File: src/verilog/vih_pkg.sv
package vih_pkg;

    // ****************************************************************
    // source map
    // ****************************************************************
    localparam int NSRC = 19;
    localparam int SRC_W = 5;
    localparam int EXT0_SRC = 0;
    localparam int EXT1_SRC = 2;
    // external interrupts 0/1 and timers 0/1 are cleared on vectoring
    localparam logic [NSRC-1:0] AUTO_CLEAR_MASK = 19'h0000F;
    localparam logic [15:0] VEC_BASE = 16'h0003;
    localparam logic [15:0] VEC_STEP = 16'h0008;

    // ****************************************************************
    // register map
    // ****************************************************************
    localparam int ADDR_W = 8;
    localparam logic [ADDR_W-1:0] OFS_CTRL = 8'h00;
    localparam logic [ADDR_W-1:0] OFS_ENABLE = 8'h04;
    localparam logic [ADDR_W-1:0] OFS_PRIORITY = 8'h08;
    localparam logic [ADDR_W-1:0] OFS_PEND_SET = 8'h0C;
    localparam logic [ADDR_W-1:0] OFS_PEND_CLR = 8'h10;
    localparam logic [ADDR_W-1:0] OFS_STATUS = 8'h14;
    localparam int CTRL_GIE_BIT = 0;
    localparam int ST_SRC_LSB = 0;
    localparam int ST_WIN_HIGH_BIT = 5;
    localparam int ST_REQ_BIT = 6;
    localparam int ST_LVL_HIGH_BIT = 7;
    localparam int ST_LVL_LOW_BIT = 8;
    localparam int ST_HOLD_BIT = 9;
    localparam logic [NSRC-1:0] RST_ENABLE = 19'h00000;
    localparam logic [NSRC-1:0] RST_PRIORITY = 19'h00000;
    localparam logic [NSRC-1:0] RST_PENDING = 19'h00000;

    // ****************************************************************
    // carriers
    // ****************************************************************
    typedef struct packed {
        logic high;
        logic [SRC_W-1:0] src;
        logic [15:0] vector;
    } vih_call_t;

endpackage : vih_pkg

File: src/verilog/vih_vectored_interrupt_handler.sv
`timescale 1ns/1ps
// Overview of operation
// - a valid source condition sets that source's pending flag to one
// - pending flags set regardless of any enable state
// - request only when global enable, source enable and pending all set
// - accepted request issues long call to source vector after current instruction
// - routines end with return-from-interrupt, resuming the interrupted program
// - with interrupts disabled, pending flags are ignored for vectoring
// - some sources clear their pending flag automatically on vectoring
// - flag still set after return re-enters at the end of the second instruction after the return
// - each source has its own enable bit in the enable register
// - source enables count only while global enable is one
// - global enable zero blocks every source
// - requests arriving while globally disabled stay pending until enabled
// - software writing one to a pending flag acts like hardware event
// - software-set flag vectors to that flag's own routine address
// - two priority levels; high preempts low, high never preempted
// - simultaneous requests: higher level first, ties by fixed source order
// - pending flags sampled and priority decoded every clock cycle
module vih_vectored_interrupt_handler
    import vih_pkg::*;
(
    input wire logic mclk,
    input wire logic sys_rst,
    input wire logic psel,
    input wire logic penable,
    input wire logic pwrite,
    input wire logic [ADDR_W-1:0] paddr,
    input wire logic [31:0] pwdata,
    output logic [31:0] prdata,
    output logic pready,
    output logic pslverr,
    input wire logic [NSRC-1:0] srcEvent,
    input wire logic [1:0] extIntPin,
    input wire logic instrEnd,
    input wire logic retiDone,
    output logic irqReq,
    output logic callStrobe,
    output vih_call_t callInfo
);

    // ****************************************************************
    // state
    // ****************************************************************
    logic globalIrqEnable;
    logic [NSRC-1:0] enable;
    logic [NSRC-1:0] priority_;
    logic [NSRC-1:0] pending;
    logic levelHigh;
    logic levelLow;
    logic holdOff;
    logic reqValid;
    logic [1:0] extSync1;
    logic [1:0] extSync2;
    logic [1:0] extPrev;
    logic [NSRC-1:0] hwSet;
    logic [NSRC-1:0] swSet;
    logic [NSRC-1:0] swClr;
    logic [NSRC-1:0] autoClr;
    logic [NSRC-1:0] eligible;
    logic [NSRC-1:0] eligHigh;
    logic [NSRC-1:0] eligLow;
    logic allowHigh;
    logic allowLow;
    logic next_reqValid;
    logic next_winHigh;
    logic [SRC_W-1:0] next_winSrc;
    logic winAllowed;
    logic wrAccess;
    logic setupPhase;
    logic [31:0] next_prdata;
    logic next_pslverr;
    logic [31:0] statusWord;

    function automatic logic [SRC_W-1:0] vih_first_set(input logic [NSRC-1:0] v);
        logic [SRC_W-1:0] r;
        r = '0;
        // lowest source index wins a tie
        for (int i = NSRC - 1; i >= 0; i--)
        begin
            if (v[i])
                r = SRC_W'(i);
        end
        return r;
    endfunction : vih_first_set

    // ****************************************************************
    // external pins
    // ****************************************************************
    always_ff @(posedge mclk)
    begin
        if (sys_rst)
        begin
            extSync1 <= 2'h0;
            extSync2 <= 2'h0;
            extPrev <= 2'h0;
        end
        else
        begin
            extSync1 <= extIntPin;
            extSync2 <= extSync1;
            extPrev <= extSync2;
        end
    end

    // rising edge of a synchronised pin is the valid condition
    always_comb
    begin
        hwSet = srcEvent;
        hwSet[EXT0_SRC] = srcEvent[EXT0_SRC] | (extSync2[0] & ~extPrev[0]);
        hwSet[EXT1_SRC] = srcEvent[EXT1_SRC] | (extSync2[1] & ~extPrev[1]);
    end

    // ****************************************************************
    // APB slave
    // ****************************************************************
    assign setupPhase = psel & ~penable;
    assign wrAccess = psel & penable & pwrite;
    assign pready = psel & penable;
    assign swSet = (wrAccess && paddr == OFS_PEND_SET) ? pwdata[NSRC-1:0] : '0;
    assign swClr = (wrAccess && paddr == OFS_PEND_CLR) ? pwdata[NSRC-1:0] : '0;

    always_comb
    begin
        statusWord = '0;
        statusWord[ST_SRC_LSB +: SRC_W] = callInfo.src;
        statusWord[ST_WIN_HIGH_BIT] = callInfo.high;
        statusWord[ST_REQ_BIT] = reqValid;
        statusWord[ST_LVL_HIGH_BIT] = levelHigh;
        statusWord[ST_LVL_LOW_BIT] = levelLow;
        statusWord[ST_HOLD_BIT] = holdOff;
    end

    always_comb
    begin
        next_prdata = '0;
        next_pslverr = 1'b0;
        unique case (paddr)
            OFS_CTRL: next_prdata[CTRL_GIE_BIT] = globalIrqEnable;
            OFS_ENABLE: next_prdata[NSRC-1:0] = enable;
            OFS_PRIORITY: next_prdata[NSRC-1:0] = priority_;
            OFS_PEND_SET: next_prdata[NSRC-1:0] = pending;
            OFS_PEND_CLR: next_prdata = '0;
            OFS_STATUS: next_prdata = statusWord;
            default: next_pslverr = 1'b1;
        endcase
    end

    // answer is staged in the setup cycle so that read data comes from flops
    always_ff @(posedge mclk)
    begin
        if (sys_rst)
        begin
            prdata <= '0;
            pslverr <= 1'b0;
        end
        else if (setupPhase)
        begin
            prdata <= pwrite ? 32'h0000_0000 : next_prdata;
            pslverr <= next_pslverr;
        end
    end

    always_ff @(posedge mclk)
    begin
        if (sys_rst)
        begin
            globalIrqEnable <= 1'b0;
            enable <= RST_ENABLE;
            priority_ <= RST_PRIORITY;
        end
        else if (wrAccess)
        begin
            if (paddr == OFS_CTRL)
                globalIrqEnable <= pwdata[CTRL_GIE_BIT];
            if (paddr == OFS_ENABLE)
                enable <= pwdata[NSRC-1:0];
            if (paddr == OFS_PRIORITY)
                priority_ <= pwdata[NSRC-1:0];
        end
    end

    // ****************************************************************
    // pending flags
    // ****************************************************************
    assign autoClr = callStrobe ? (AUTO_CLEAR_MASK & (NSRC'(1) << callInfo.src)) : '0;

    // a set in the same cycle as a clear wins, so no event is lost
    for (genvar i = 0; i < NSRC; i++)
    begin : g_pend
        always_ff @(posedge mclk)
        begin
            if (sys_rst)
                pending[i] <= RST_PENDING[i];
            else if (hwSet[i] | swSet[i])
                pending[i] <= 1'b1;
            else if (swClr[i] | autoClr[i])
                pending[i] <= 1'b0;
        end
    end

    // ****************************************************************
    // recognition and priority decode
    // ****************************************************************
    // global gate masks everything; flags simply wait while it is low
    assign eligible = pending & enable & {NSRC{globalIrqEnable}};
    assign eligHigh = eligible & priority_;
    assign eligLow = eligible & ~priority_;
    assign allowHigh = ~levelHigh;
    assign allowLow = ~levelHigh & ~levelLow;

    always_comb
    begin
        next_reqValid = 1'b0;
        next_winHigh = 1'b0;
        next_winSrc = '0;
        if (allowHigh && |eligHigh)
        begin
            next_reqValid = 1'b1;
            next_winHigh = 1'b1;
            next_winSrc = vih_first_set(eligHigh);
        end
        else if (allowLow && |eligLow)
        begin
            next_reqValid = 1'b1;
            next_winSrc = vih_first_set(eligLow);
        end
    end

    // decode is registered each cycle: one cycle to detect
    always_ff @(posedge mclk)
    begin
        if (sys_rst)
        begin
            reqValid <= 1'b0;
            callInfo <= '0;
        end
        else
        begin
            reqValid <= next_reqValid;
            callInfo.high <= next_winHigh;
            callInfo.src <= next_winSrc;
            callInfo.vector <= VEC_BASE + 16'(VEC_STEP * 16'(next_winSrc));
        end
    end

    assign irqReq = reqValid;

    // ****************************************************************
    // call and return
    // ****************************************************************
    // recheck live state so a flag cleared or a gate closed a cycle ago is not taken
    assign winAllowed = eligible[callInfo.src] & (callInfo.high ? allowHigh : allowLow);
    assign callStrobe = instrEnd & reqValid & ~holdOff & winAllowed;

    always_ff @(posedge mclk)
    begin
        if (sys_rst)
        begin
            levelHigh <= 1'b0;
            levelLow <= 1'b0;
        end
        else if (callStrobe)
        begin
            if (callInfo.high)
                levelHigh <= 1'b1;
            else
                levelLow <= 1'b1;
        end
        else if (retiDone)
        begin
            // return closes the innermost active level
            if (levelHigh)
                levelHigh <= 1'b0;
            else
                levelLow <= 1'b0;
        end
    end

    // one instruction must complete after a return before the next call
    always_ff @(posedge mclk)
    begin
        if (sys_rst)
            holdOff <= 1'b0;
        else if (retiDone)
            holdOff <= 1'b1;
        else if (instrEnd)
            holdOff <= 1'b0;
    end

    // ****************************************************************
    // checks
    // ****************************************************************
    a_pend_set: assert property (@(posedge mclk) disable iff (sys_rst)
        (hwSet != '0) |=> ((pending & $past(hwSet)) == $past(hwSet)))
        else $error("hardware event did not set pending flag");

    a_sw_set: assert property (@(posedge mclk) disable iff (sys_rst)
        (swSet != '0) |=> ((pending & $past(swSet)) == $past(swSet)))
        else $error("software set of pending flag lost");

    a_call_gate: assert property (@(posedge mclk) disable iff (sys_rst)
        callStrobe |-> (globalIrqEnable && enable[callInfo.src] && pending[callInfo.src]))
        else $error("call issued without enables and pending");

    a_global_off: assert property (@(posedge mclk) disable iff (sys_rst)
        !globalIrqEnable |-> !callStrobe && !next_reqValid)
        else $error("request while globally disabled");

    a_hold_pend: assert property (@(posedge mclk) disable iff (sys_rst)
        (!globalIrqEnable && swClr == '0)
        |=> ((pending & $past(pending)) == $past(pending)))
        else $error("pending flag lost while masked");

    a_auto_clear: assert property (@(posedge mclk) disable iff (sys_rst)
        (callStrobe && AUTO_CLEAR_MASK[callInfo.src] && !hwSet[callInfo.src]
        && !swSet[callInfo.src]) |=> !pending[$past(callInfo.src)])
        else $error("auto clear flag not cleared on vectoring");

    a_vector_map: assert property (@(posedge mclk) disable iff (sys_rst)
        callStrobe |-> callInfo.vector == VEC_BASE + 16'(VEC_STEP * 16'(callInfo.src)))
        else $error("wrong vector address");

    a_return_from_interrupt_gap: assert property (@(posedge mclk) disable iff (sys_rst)
        retiDone |=> holdOff && !callStrobe)
        else $error("call issued right after return");

    a_high_block: assert property (@(posedge mclk) disable iff (sys_rst)
        (levelHigh || (levelLow && !callInfo.high)) |-> !callStrobe)
        else $error("preemption rule broken");

    a_prio_order: assert property (@(posedge mclk) disable iff (sys_rst)
        (reqValid && !callInfo.high) |-> !($past(eligHigh) != '0 && $past(allowHigh)))
        else $error("low level chosen over high");

    a_decode_each: assert property (@(posedge mclk) disable iff (sys_rst)
        next_reqValid |=> reqValid && callInfo.src == $past(next_winSrc))
        else $error("decode not registered this cycle");

    // checked on the release edge only; before the first reset edge the flops hold nothing
    a_reset_en: assert property (@(posedge mclk)
        $fell(sys_rst) |-> !globalIrqEnable && enable == '0)
        else $error("enables not zero after reset");

endmodule : vih_vectored_interrupt_handler

File: config.mk
export PLATFORM = sky130hd
export DESIGN_NAME = vih_vectored_interrupt_handler
export DESIGN_NICKNAME = d
export VERILOG_FILES = /design/src/verilog/vih_pkg.sv /design/src/verilog/vih_vectored_interrupt_handler.sv
export SDC_FILE = /design/constraint.sdc
export NUM_CORES = 1
export LEC_CHECK = 0
export ABC_AREA = 1
export BUFFER_PORTS_ARGS = -buffer_cell sky130_fd_sc_hd__buf_2
export CAP_MARGIN = 20
export CORE_ASPECT_RATIO = 1.2
export CORE_MARGIN = 10
export CORE_UTILIZATION = 49
export DETAILED_ROUTE_END_ITERATION = 7
export MAX_ROUTING_LAYER = met4
export PLACE_DENSITY = 0.77
export SLEW_MARGIN = 20
export SYNTH_ARGS = -nofsm -noshare
export SYNTH_HDL_FRONTEND = slang
export SYNTH_SLANG_ARGS = --single-unit
File: constraint.sdc
create_clock -name mclk -period 1.8 [get_ports mclk]
set_input_delay 0.09 -clock mclk [delete_from_list [all_inputs] [get_ports mclk]]
set_output_delay 0.09 -clock mclk [all_outputs]
set_load 0.02 [all_outputs]
# Word-level counts from Yosys, hierarchy flattened
# Index checks and enable logic that the tools add are counted.
[totals] inputBits=68 elab_cells=240 register_bits=123 output_inout_bits=58
[classes] muxes=100 order_cmp=1 n_eq_ne=8 n_reduce_logical=34 shift=1 bitwise=61 n_addsub=1
[ops] operator="$mux W5" n=40
[ops] operator="$and A19 B19 Y19" n=4
[ops] operator="$pmux W18 S4" n=1
[ops] operator="$mux W19" n=3
[ops] operator="$mux W1" n=53
[ops] operator="$reduce_bool A2 Y1" n=21
[ops] operator="$reduce_or A19 Y1" n=2
[ops] operator="$or A1 B1 Y1" n=25
[ops] operator="$not A19 Y19" n=1
[ops] operator="$eq A8 B4 Y1 const B" n=2
[ops] operator="$eq A8 B5 Y1 const B" n=2
[ops] operator="$or A1 B1 Y1 const B" n=15
[ops] operator="$and A1 B1 Y1" n=10
[ops] operator="$add A2 B8 Y9 const A" n=1
[ops] operator="$eq A8 B3 Y1 const B" n=1
[ops] operator="$logic_not A8 Y1" n=1
[ops] operator="$reduce_and A2 Y1" n=4
[ops] operator="$lt A5 B6 Y1 const B" n=1
[ops] operator="$not A1 Y1" n=6
[ops] operator="$reduce_or A6 Y1" n=1
[ops] operator="$bmux W1 S5" n=1
[ops] operator="$pmux W1 S5" n=1
[ops] operator="$shl A1 B5 Y4 const A" n=1
[ops] operator="$logic_and A1 B1 Y1" n=4
[ops] operator="4 further kinds" n=5

# Depth between registers and ports, before layout
[logic_depth] ltp_word=25 mapped_depth=20 ltp_nobuf=20

# Worst setup path after synthesis
# No wires, ideal clock.
[synth_timing] path_kind="register -> register" startpoint="register callInfo[16] in the netlist's numbering" endpoint="register levelLow" path_stages_with_launch=10 setup_time_ns=0.070 synth_period_minus_slack_ns=1.925 required_time_ns=1.730 setup_slack_ns=-0.125 arrival_time_ns=1.855 n_path_buf=1 cell_sequence="dfxtp_1 inv_1 clkbuf_1 o211ai_1 a21oi_1 o31ai_1 nand2_1 clkinv_2 nand3_1 a21oi_1"
[synth_via] elab_chain_cells=6 word_cells_on_any_way=9 classes_between="eq/ne (2); mux (3); bitwise (2); reduce/logical (2)"
[synth_rtl] item="start: declaration" line_no="vih_vectored_interrupt_handler.sv:39" rtl="output vih_call_t callInfo"
[synth_rtl] item="$bmux W1 S5 *" line_no="vih_vectored_interrupt_handler.sv:253" rtl="assign winAllowed = eligible[callInfo.src] & (callInfo.high ? allowHigh : allowLow);"
[synth_rtl] item="$mux W1 (implied by the code) *" line_no="vih_vectored_interrupt_handler.sv:253"
[synth_rtl] item="$and A1 B1 Y1 *" line_no="vih_vectored_interrupt_handler.sv:253"
[synth_rtl] item="$and A1 B1 Y1 *" line_no="vih_vectored_interrupt_handler.sv:254" rtl="assign callStrobe = instrEnd & reqValid & ~holdOff & winAllowed;"
[synth_rtl] item="via callStrobe" line_no="vih_vectored_interrupt_handler.sv:38" rtl="output logic callStrobe,"
[synth_rtl] item="$ne A2 B2 Y1 (no line) or $reduce_bool A2 Y1 (tied branches)"
[synth_rtl] item="$reduce_and A3 Y1 (no line)"
[synth_rtl] item="end signal: assignment" line_no="vih_vectored_interrupt_handler.sv:261" rtl="levelLow <= 1'b0;"
[synth_rtl] item="end signal: assignment" line_no="vih_vectored_interrupt_handler.sv:268" rtl="levelLow <= 1'b1;"
[synth_rtl] item="end signal: assignment" line_no="vih_vectored_interrupt_handler.sv:276" rtl="levelLow <= 1'b0;"
[synth_rtl] item="end: declaration" line_no="vih_vectored_interrupt_handler.sv:50" rtl="logic levelLow;"
# The timed path passes the listed nets; every way through them passes the cells marked *. The select of a mux whose other input is x is not followed.
# A chain may end at the register's enable or synchronous reset.

# Final worst setup path
[layout_timing] startpoint="register globalIrqEnable" endpoint="output callStrobe"
[layout_via] elab_chain_cells=5
[layout_rtl] item="start: declaration" line_no="vih_vectored_interrupt_handler.sv:45" rtl="logic globalIrqEnable;"
[layout_rtl] item="start signal: assignment" line_no="vih_vectored_interrupt_handler.sv:175" rtl="globalIrqEnable <= pwdata[CTRL_GIE_BIT];"
[layout_rtl] item="$and A19 B19 Y19" line_no="vih_vectored_interrupt_handler.sv:206" rtl="assign eligible = pending & enable & {NSRC{globalIrqEnable}};"
[layout_rtl] item="$bmux W1 S5" line_no="vih_vectored_interrupt_handler.sv:253"
[layout_rtl] item="$mux W1 (implied by the code)" line_no="vih_vectored_interrupt_handler.sv:253"
[layout_rtl] item="$and A1 B1 Y1" line_no="vih_vectored_interrupt_handler.sv:253"
[layout_rtl] item="$and A1 B1 Y1" line_no="vih_vectored_interrupt_handler.sv:254"
[layout_rtl] item="end: declaration" line_no="vih_vectored_interrupt_handler.sv:38"
# No other way between the ends. The select of a mux whose other input is x is not followed.

==> flow_metrics.env <==
export IMPL_status="complete, but fails checks"
export IMPL_violations="negative setup slack"
export IMPL_grt_pass1_wl_microns=28700
export IMPL_dieHeight_microns=134
export IMPL_drc=0
export IMPL_grt_max_degree=50
export IMPL_critPathBufInv=4
export IMPL_synth_seq_area_share_pct=35.6
export IMPL_core_sq_um=10600
export IMPL_core_rowCount=41
export IMPL_seqCellArea_sq_um=1910
export IMPL_fin_cells=1084
export IMPL_worstHoldStart="srcEvent[7]"
export IMPL_period_share_pct=118
export IMPL_cp_startpoint="globalIrqEnable$_SDFFE_PP0P_"
export IMPL_path_clk_slew_ns=0.07
export IMPL_maxCapViolCount=0
export IMPL_critPathCaptureType="output pin"
export IMPL_num_nets_final=1018
export IMPL_powerDensity_nw_per_um2=646
export IMPL_die_area_sq_um=15500
export IMPL_viasPerCell=5.42
export IMPL_clk_path_buf_depth=2
export IMPL_critPathKind="reg -> out"
export IMPL_io_buffer_count=90
export IMPL_critical_path_slowest_cell="dfxtp_4"
export IMPL_r2r_cells=12
export IMPL_fillers=931
export IMPL_vias=5880
export IMPL_dp_hpwl_microns=13600
export IMPL_setup_slack_ns=-0.324
export IMPL_cts_sinks=95
export IMPL_synth_lib_cells_used_distinct=42
export IMPL_synth_edff_count=0
export IMPL_power_frac_clock_pct=44.3
export IMPL_ys_warn_count=0
export IMPL_internal_power_uw=3390
export IMPL_overflow=0
export IMPL_drv_slew=0
export IMPL_crit_path_end="callStrobe"
export IMPL_place_ws_ns=-0.214
export IMPL_crit_chain="buf_8 -> nand3_2 -> o211ai_1 -> a21oi_1 -> o31ai_2 -> nand2_1 -> buf_6 -> clkinv_4 -> buf_6"
export IMPL_track_usage_pct=23.7
export IMPL_skew_ns=0.00821
export IMPL_design_area_sq_um=7050
export IMPL_multi_input_area_sq_um=2820
export IMPL_initial_core_util_pct=50.3
export IMPL_vdd_drop_max_mv=0.552
export IMPL_area_delta_synth_final_pct=31.9
export IMPL_setup_viol=13
export IMPL_synth_flop_cell="dfxtp_1"
export IMPL_path_depth=9
export IMPL_finalCriticalPeriod_ns=2.12
export IMPL_power_frac_seq_pct=47.5
export IMPL_wire_per_inst_microns=16.7
export IMPL_synth_area_sq_um=5350
export IMPL_path_delay_family="compound AO/OA/AOI/OAI gates"
export IMPL_die_w_microns=115
export IMPL_drt_initial_drc_count=513
export IMPL_cts_tree="done"
export IMPL_syn_area_per_cell_sq_um=6.75
export IMPL_r2r_start="globalIrqEnable$_SDFFE_PP0P_"
export IMPL_r2r_setup_slack_ns=-0.22
export IMPL_num_io_pins=126
export IMPL_drt_wl_total_microns=18100
export IMPL_drt_first_pass_iters=5
export IMPL_critPathMostFrequentCell="buf_6"
export IMPL_fmax_ghz=0.471
export IMPL_netSwitchingFraction_pct=25.7
export IMPL_cpPeakStageDelay_ns=0.39
export IMPL_htree_levels=3
export IMPL_hold_viol_final=0
export IMPL_antenna_found_initial=0
export IMPL_cp_required_ns=1.71
export IMPL_insertion_delay_ns=0.35
export IMPL_fin_setup_tns_ns=-2.13
export IMPL_dp_cells=1040
export IMPL_p_leak_uw=0.00312
export IMPL_num_antenna_cells=0
export IMPL_synth_ff_latch_count=95
export IMPL_numCtsBuffers=9
export IMPL_crit_fanout=7
export IMPL_place_congestion=1.00
export IMPL_power_frac_comb_pct=8.2
export IMPL_cp_start_kind="flip-flop"
export IMPL_synthCells=792
export IMPL_antenna_left=0
export IMPL_final_util_pct=66.4
export IMPL_rr_endpoint="levelLow$_SDFFE_PP0P_"
export IMPL_hold_path_class="in -> reg"
export IMPL_async_flop_share_pct=0
export IMPL_post_dp_cell_area_sq_um=6270
export IMPL_critPathArrivalTime_ns=2.03
export IMPL_grt_pass1_vias=5719
export IMPL_rsz0062_at_grt="true"
export IMPL_drive_gt1_share_pct=28.7
export IMPL_p_sw_uw=1170
export IMPL_ctsRootBufferMaster="clkbuf_16"
[registers in the layout (all words and copies together) (netlist names), 2 cells and up]
name / count
enable: 19
callInfo: 7
extSync1: 2
extSync2: 2
priority_: 19
extPrev: 2
pending: 19
prdata: 19
[synthesized netlist by cell type (2+ instances only)]
| master | count | area (sq um) |
|---|---|---|
| nor3_1 | 6 | 30.0 |
| a32o_1 | 3 | 30.0 |
| o32ai_1 | 2 | 17.5 |
| nand4_1 | 7 | 43.8 |
| nor4_1 | 3 | 18.8 |
| o211ai_1 | 3 | 22.5 |
| buf_2 | 8 | 40.0 |
| o21ai_0 | 59 | 295 |
| o21ai_1 | 5 | 25.0 |
| nand3_1 | 51 | 255 |
| a211oi_1 | 19 | 143 |
| nor2_2 | 13 | 81.3 |
| nand2_1 | 104 | 390 |
| o22ai_1 | 18 | 113 |
| nor3_4 | 3 | 48.8 |
| a21oi_1 | 55 | 275 |
| dfxtp_1 | 95 | 1900 |
| clkbuf_1 | 24 | 90.1 |
| buf_4 | 28 | 210 |
| inv_1 | 126 | 473 |
| nor3_2 | 7 | 70.1 |
| nor2_1 | 90 | 338 |
| o21bai_1 | 4 | 30.0 |
| a31oi_1 | 21 | 131 |
| inv_2 | 10 | 37.5 |
| o31ai_1 | 3 | 22.5 |
| nand3_2 | 5 | 50.1 |
| nand2_2 | 6 | 37.5 |
[what timing repair did]
action                                  CTS  global route
gates cloned                              1             0
gates resized for setup                  35            18
setup buffers                             8             5
hold buffers                             17             0
endpoints found under the hold margin    17             0
pin swaps                                14            11
endpoints found under the setup margin   14            14
[through the flow]
stage          power, uW  hold WS [ns]
3_5_place_dp        2540         0.309
5_1_grt             4690        0.0133
3_3_place_gp        2540         0.292
6_report            4560       0.00260
2_1_floorplan       2430         0.197
4_1_cts             4550      0.000554
[final cells by class]
type / count / share of cell area [%]
clock inverter: 7 / 1.28
inverter: 139 / 7.60
tap: 129 / 2.29
timing repair buffer: 186 / 18.4
timing repair inverter: 1 / 0.107
multi-input combinational: 518 / 40.0
sequential: 95 / 27.1
clock buffer: 9 / 3.20
[layout by cell type (no fill, tap or decap), types with 3 or more instances in the layout]
| cell type | instances |
|---|---|
| o21ai_0 | 55 |
| clkinvlp_4 | 4 |
| inv_2 | 11 |
| nor3_2 | 8 |
| a211oi_1 | 19 |
| nand2_1 | 102 |
| dfxtp_1 | 92 |
| buf_6 | 3 |
| nor3_1 | 4 |
| o21ai_1 | 8 |
| nand3_1 | 46 |
| inv_6 | 3 |
| nand2_2 | 8 |
| nand4_1 | 7 |
| a21oi_1 | 51 |
| conb_1 | 22 |
| buf_4 | 71 |
| nor2_2 | 24 |
| clkbuf_16 | 9 |
| inv_1 | 124 |
| nor3_4 | 4 |
| a31oi_1 | 21 |
| nand3_2 | 6 |
| o211ai_1 | 3 |
| o22ai_1 | 18 |
| buf_2 | 89 |
| nor2_1 | 79 |
| buf_12 | 5 |
| nand3_4 | 4 |
| a21oi_2 | 4 |
| a32o_1 | 3 |
| dlygate4sd3_1 | 17 |
[cell families (layout without fill, tap and decap cells)]
kind of cell	after synthesis	in the layout	share of synthesized area [%]
AOI/OAI and AO/OA	196	196	21.5
buffers and inverters	200	342	16.4
DFF	95	95	35.6
other	1	22	0.0702
and+or+nand+nor	300	300	26.5
[power groups by stage]
| stage | Sequential (uW) | Combinational, uW | Clock (uW) |
|---|---|---|---|
| floorplan | 2210 | 221 | 0 |
| global placement | 2210 | 326 | 0 |
| detailed placement | 2220 | 330 | 0 |
| CTS | 2160 | 360 | 2030 |
| global route | 2170 | 413 | 2110 |
| finish | 2170 | 373 | 2020 |
[metal layers]
metal	vias to the layer above	routed length, microns	GRT usage, %
li1	2871	-	-
met3	45	1260	3.21
met2	268	8590	38.6
met5	-	0	-
met1	2696	7630	28.8
met4	0	595	9.38
[worst min-delay path: stages]
cell	delay (ns)
buf_2	0.09
inv_1	0.04
a31oi_1	0.07
[worst min path at each step]
stage                                          to  slack [ns]  cells after the start
after floorplan            extSync1[0]$_SDFF_PP0_        0.20                      2
after global placement     extSync1[1]$_SDFF_PP0_        0.29                      3
after detailed placement   extSync1[0]$_SDFF_PP0_        0.31                      3
after CTS                 pending[7]$_SDFFE_PP0P_      0.0006                      3
after global routing      pending[7]$_SDFFE_PP0P_        0.01                      3
final                     pending[7]$_SDFFE_PP0P_       0.003                      3
No activity file was read; power rests on OpenSTA's default activity.
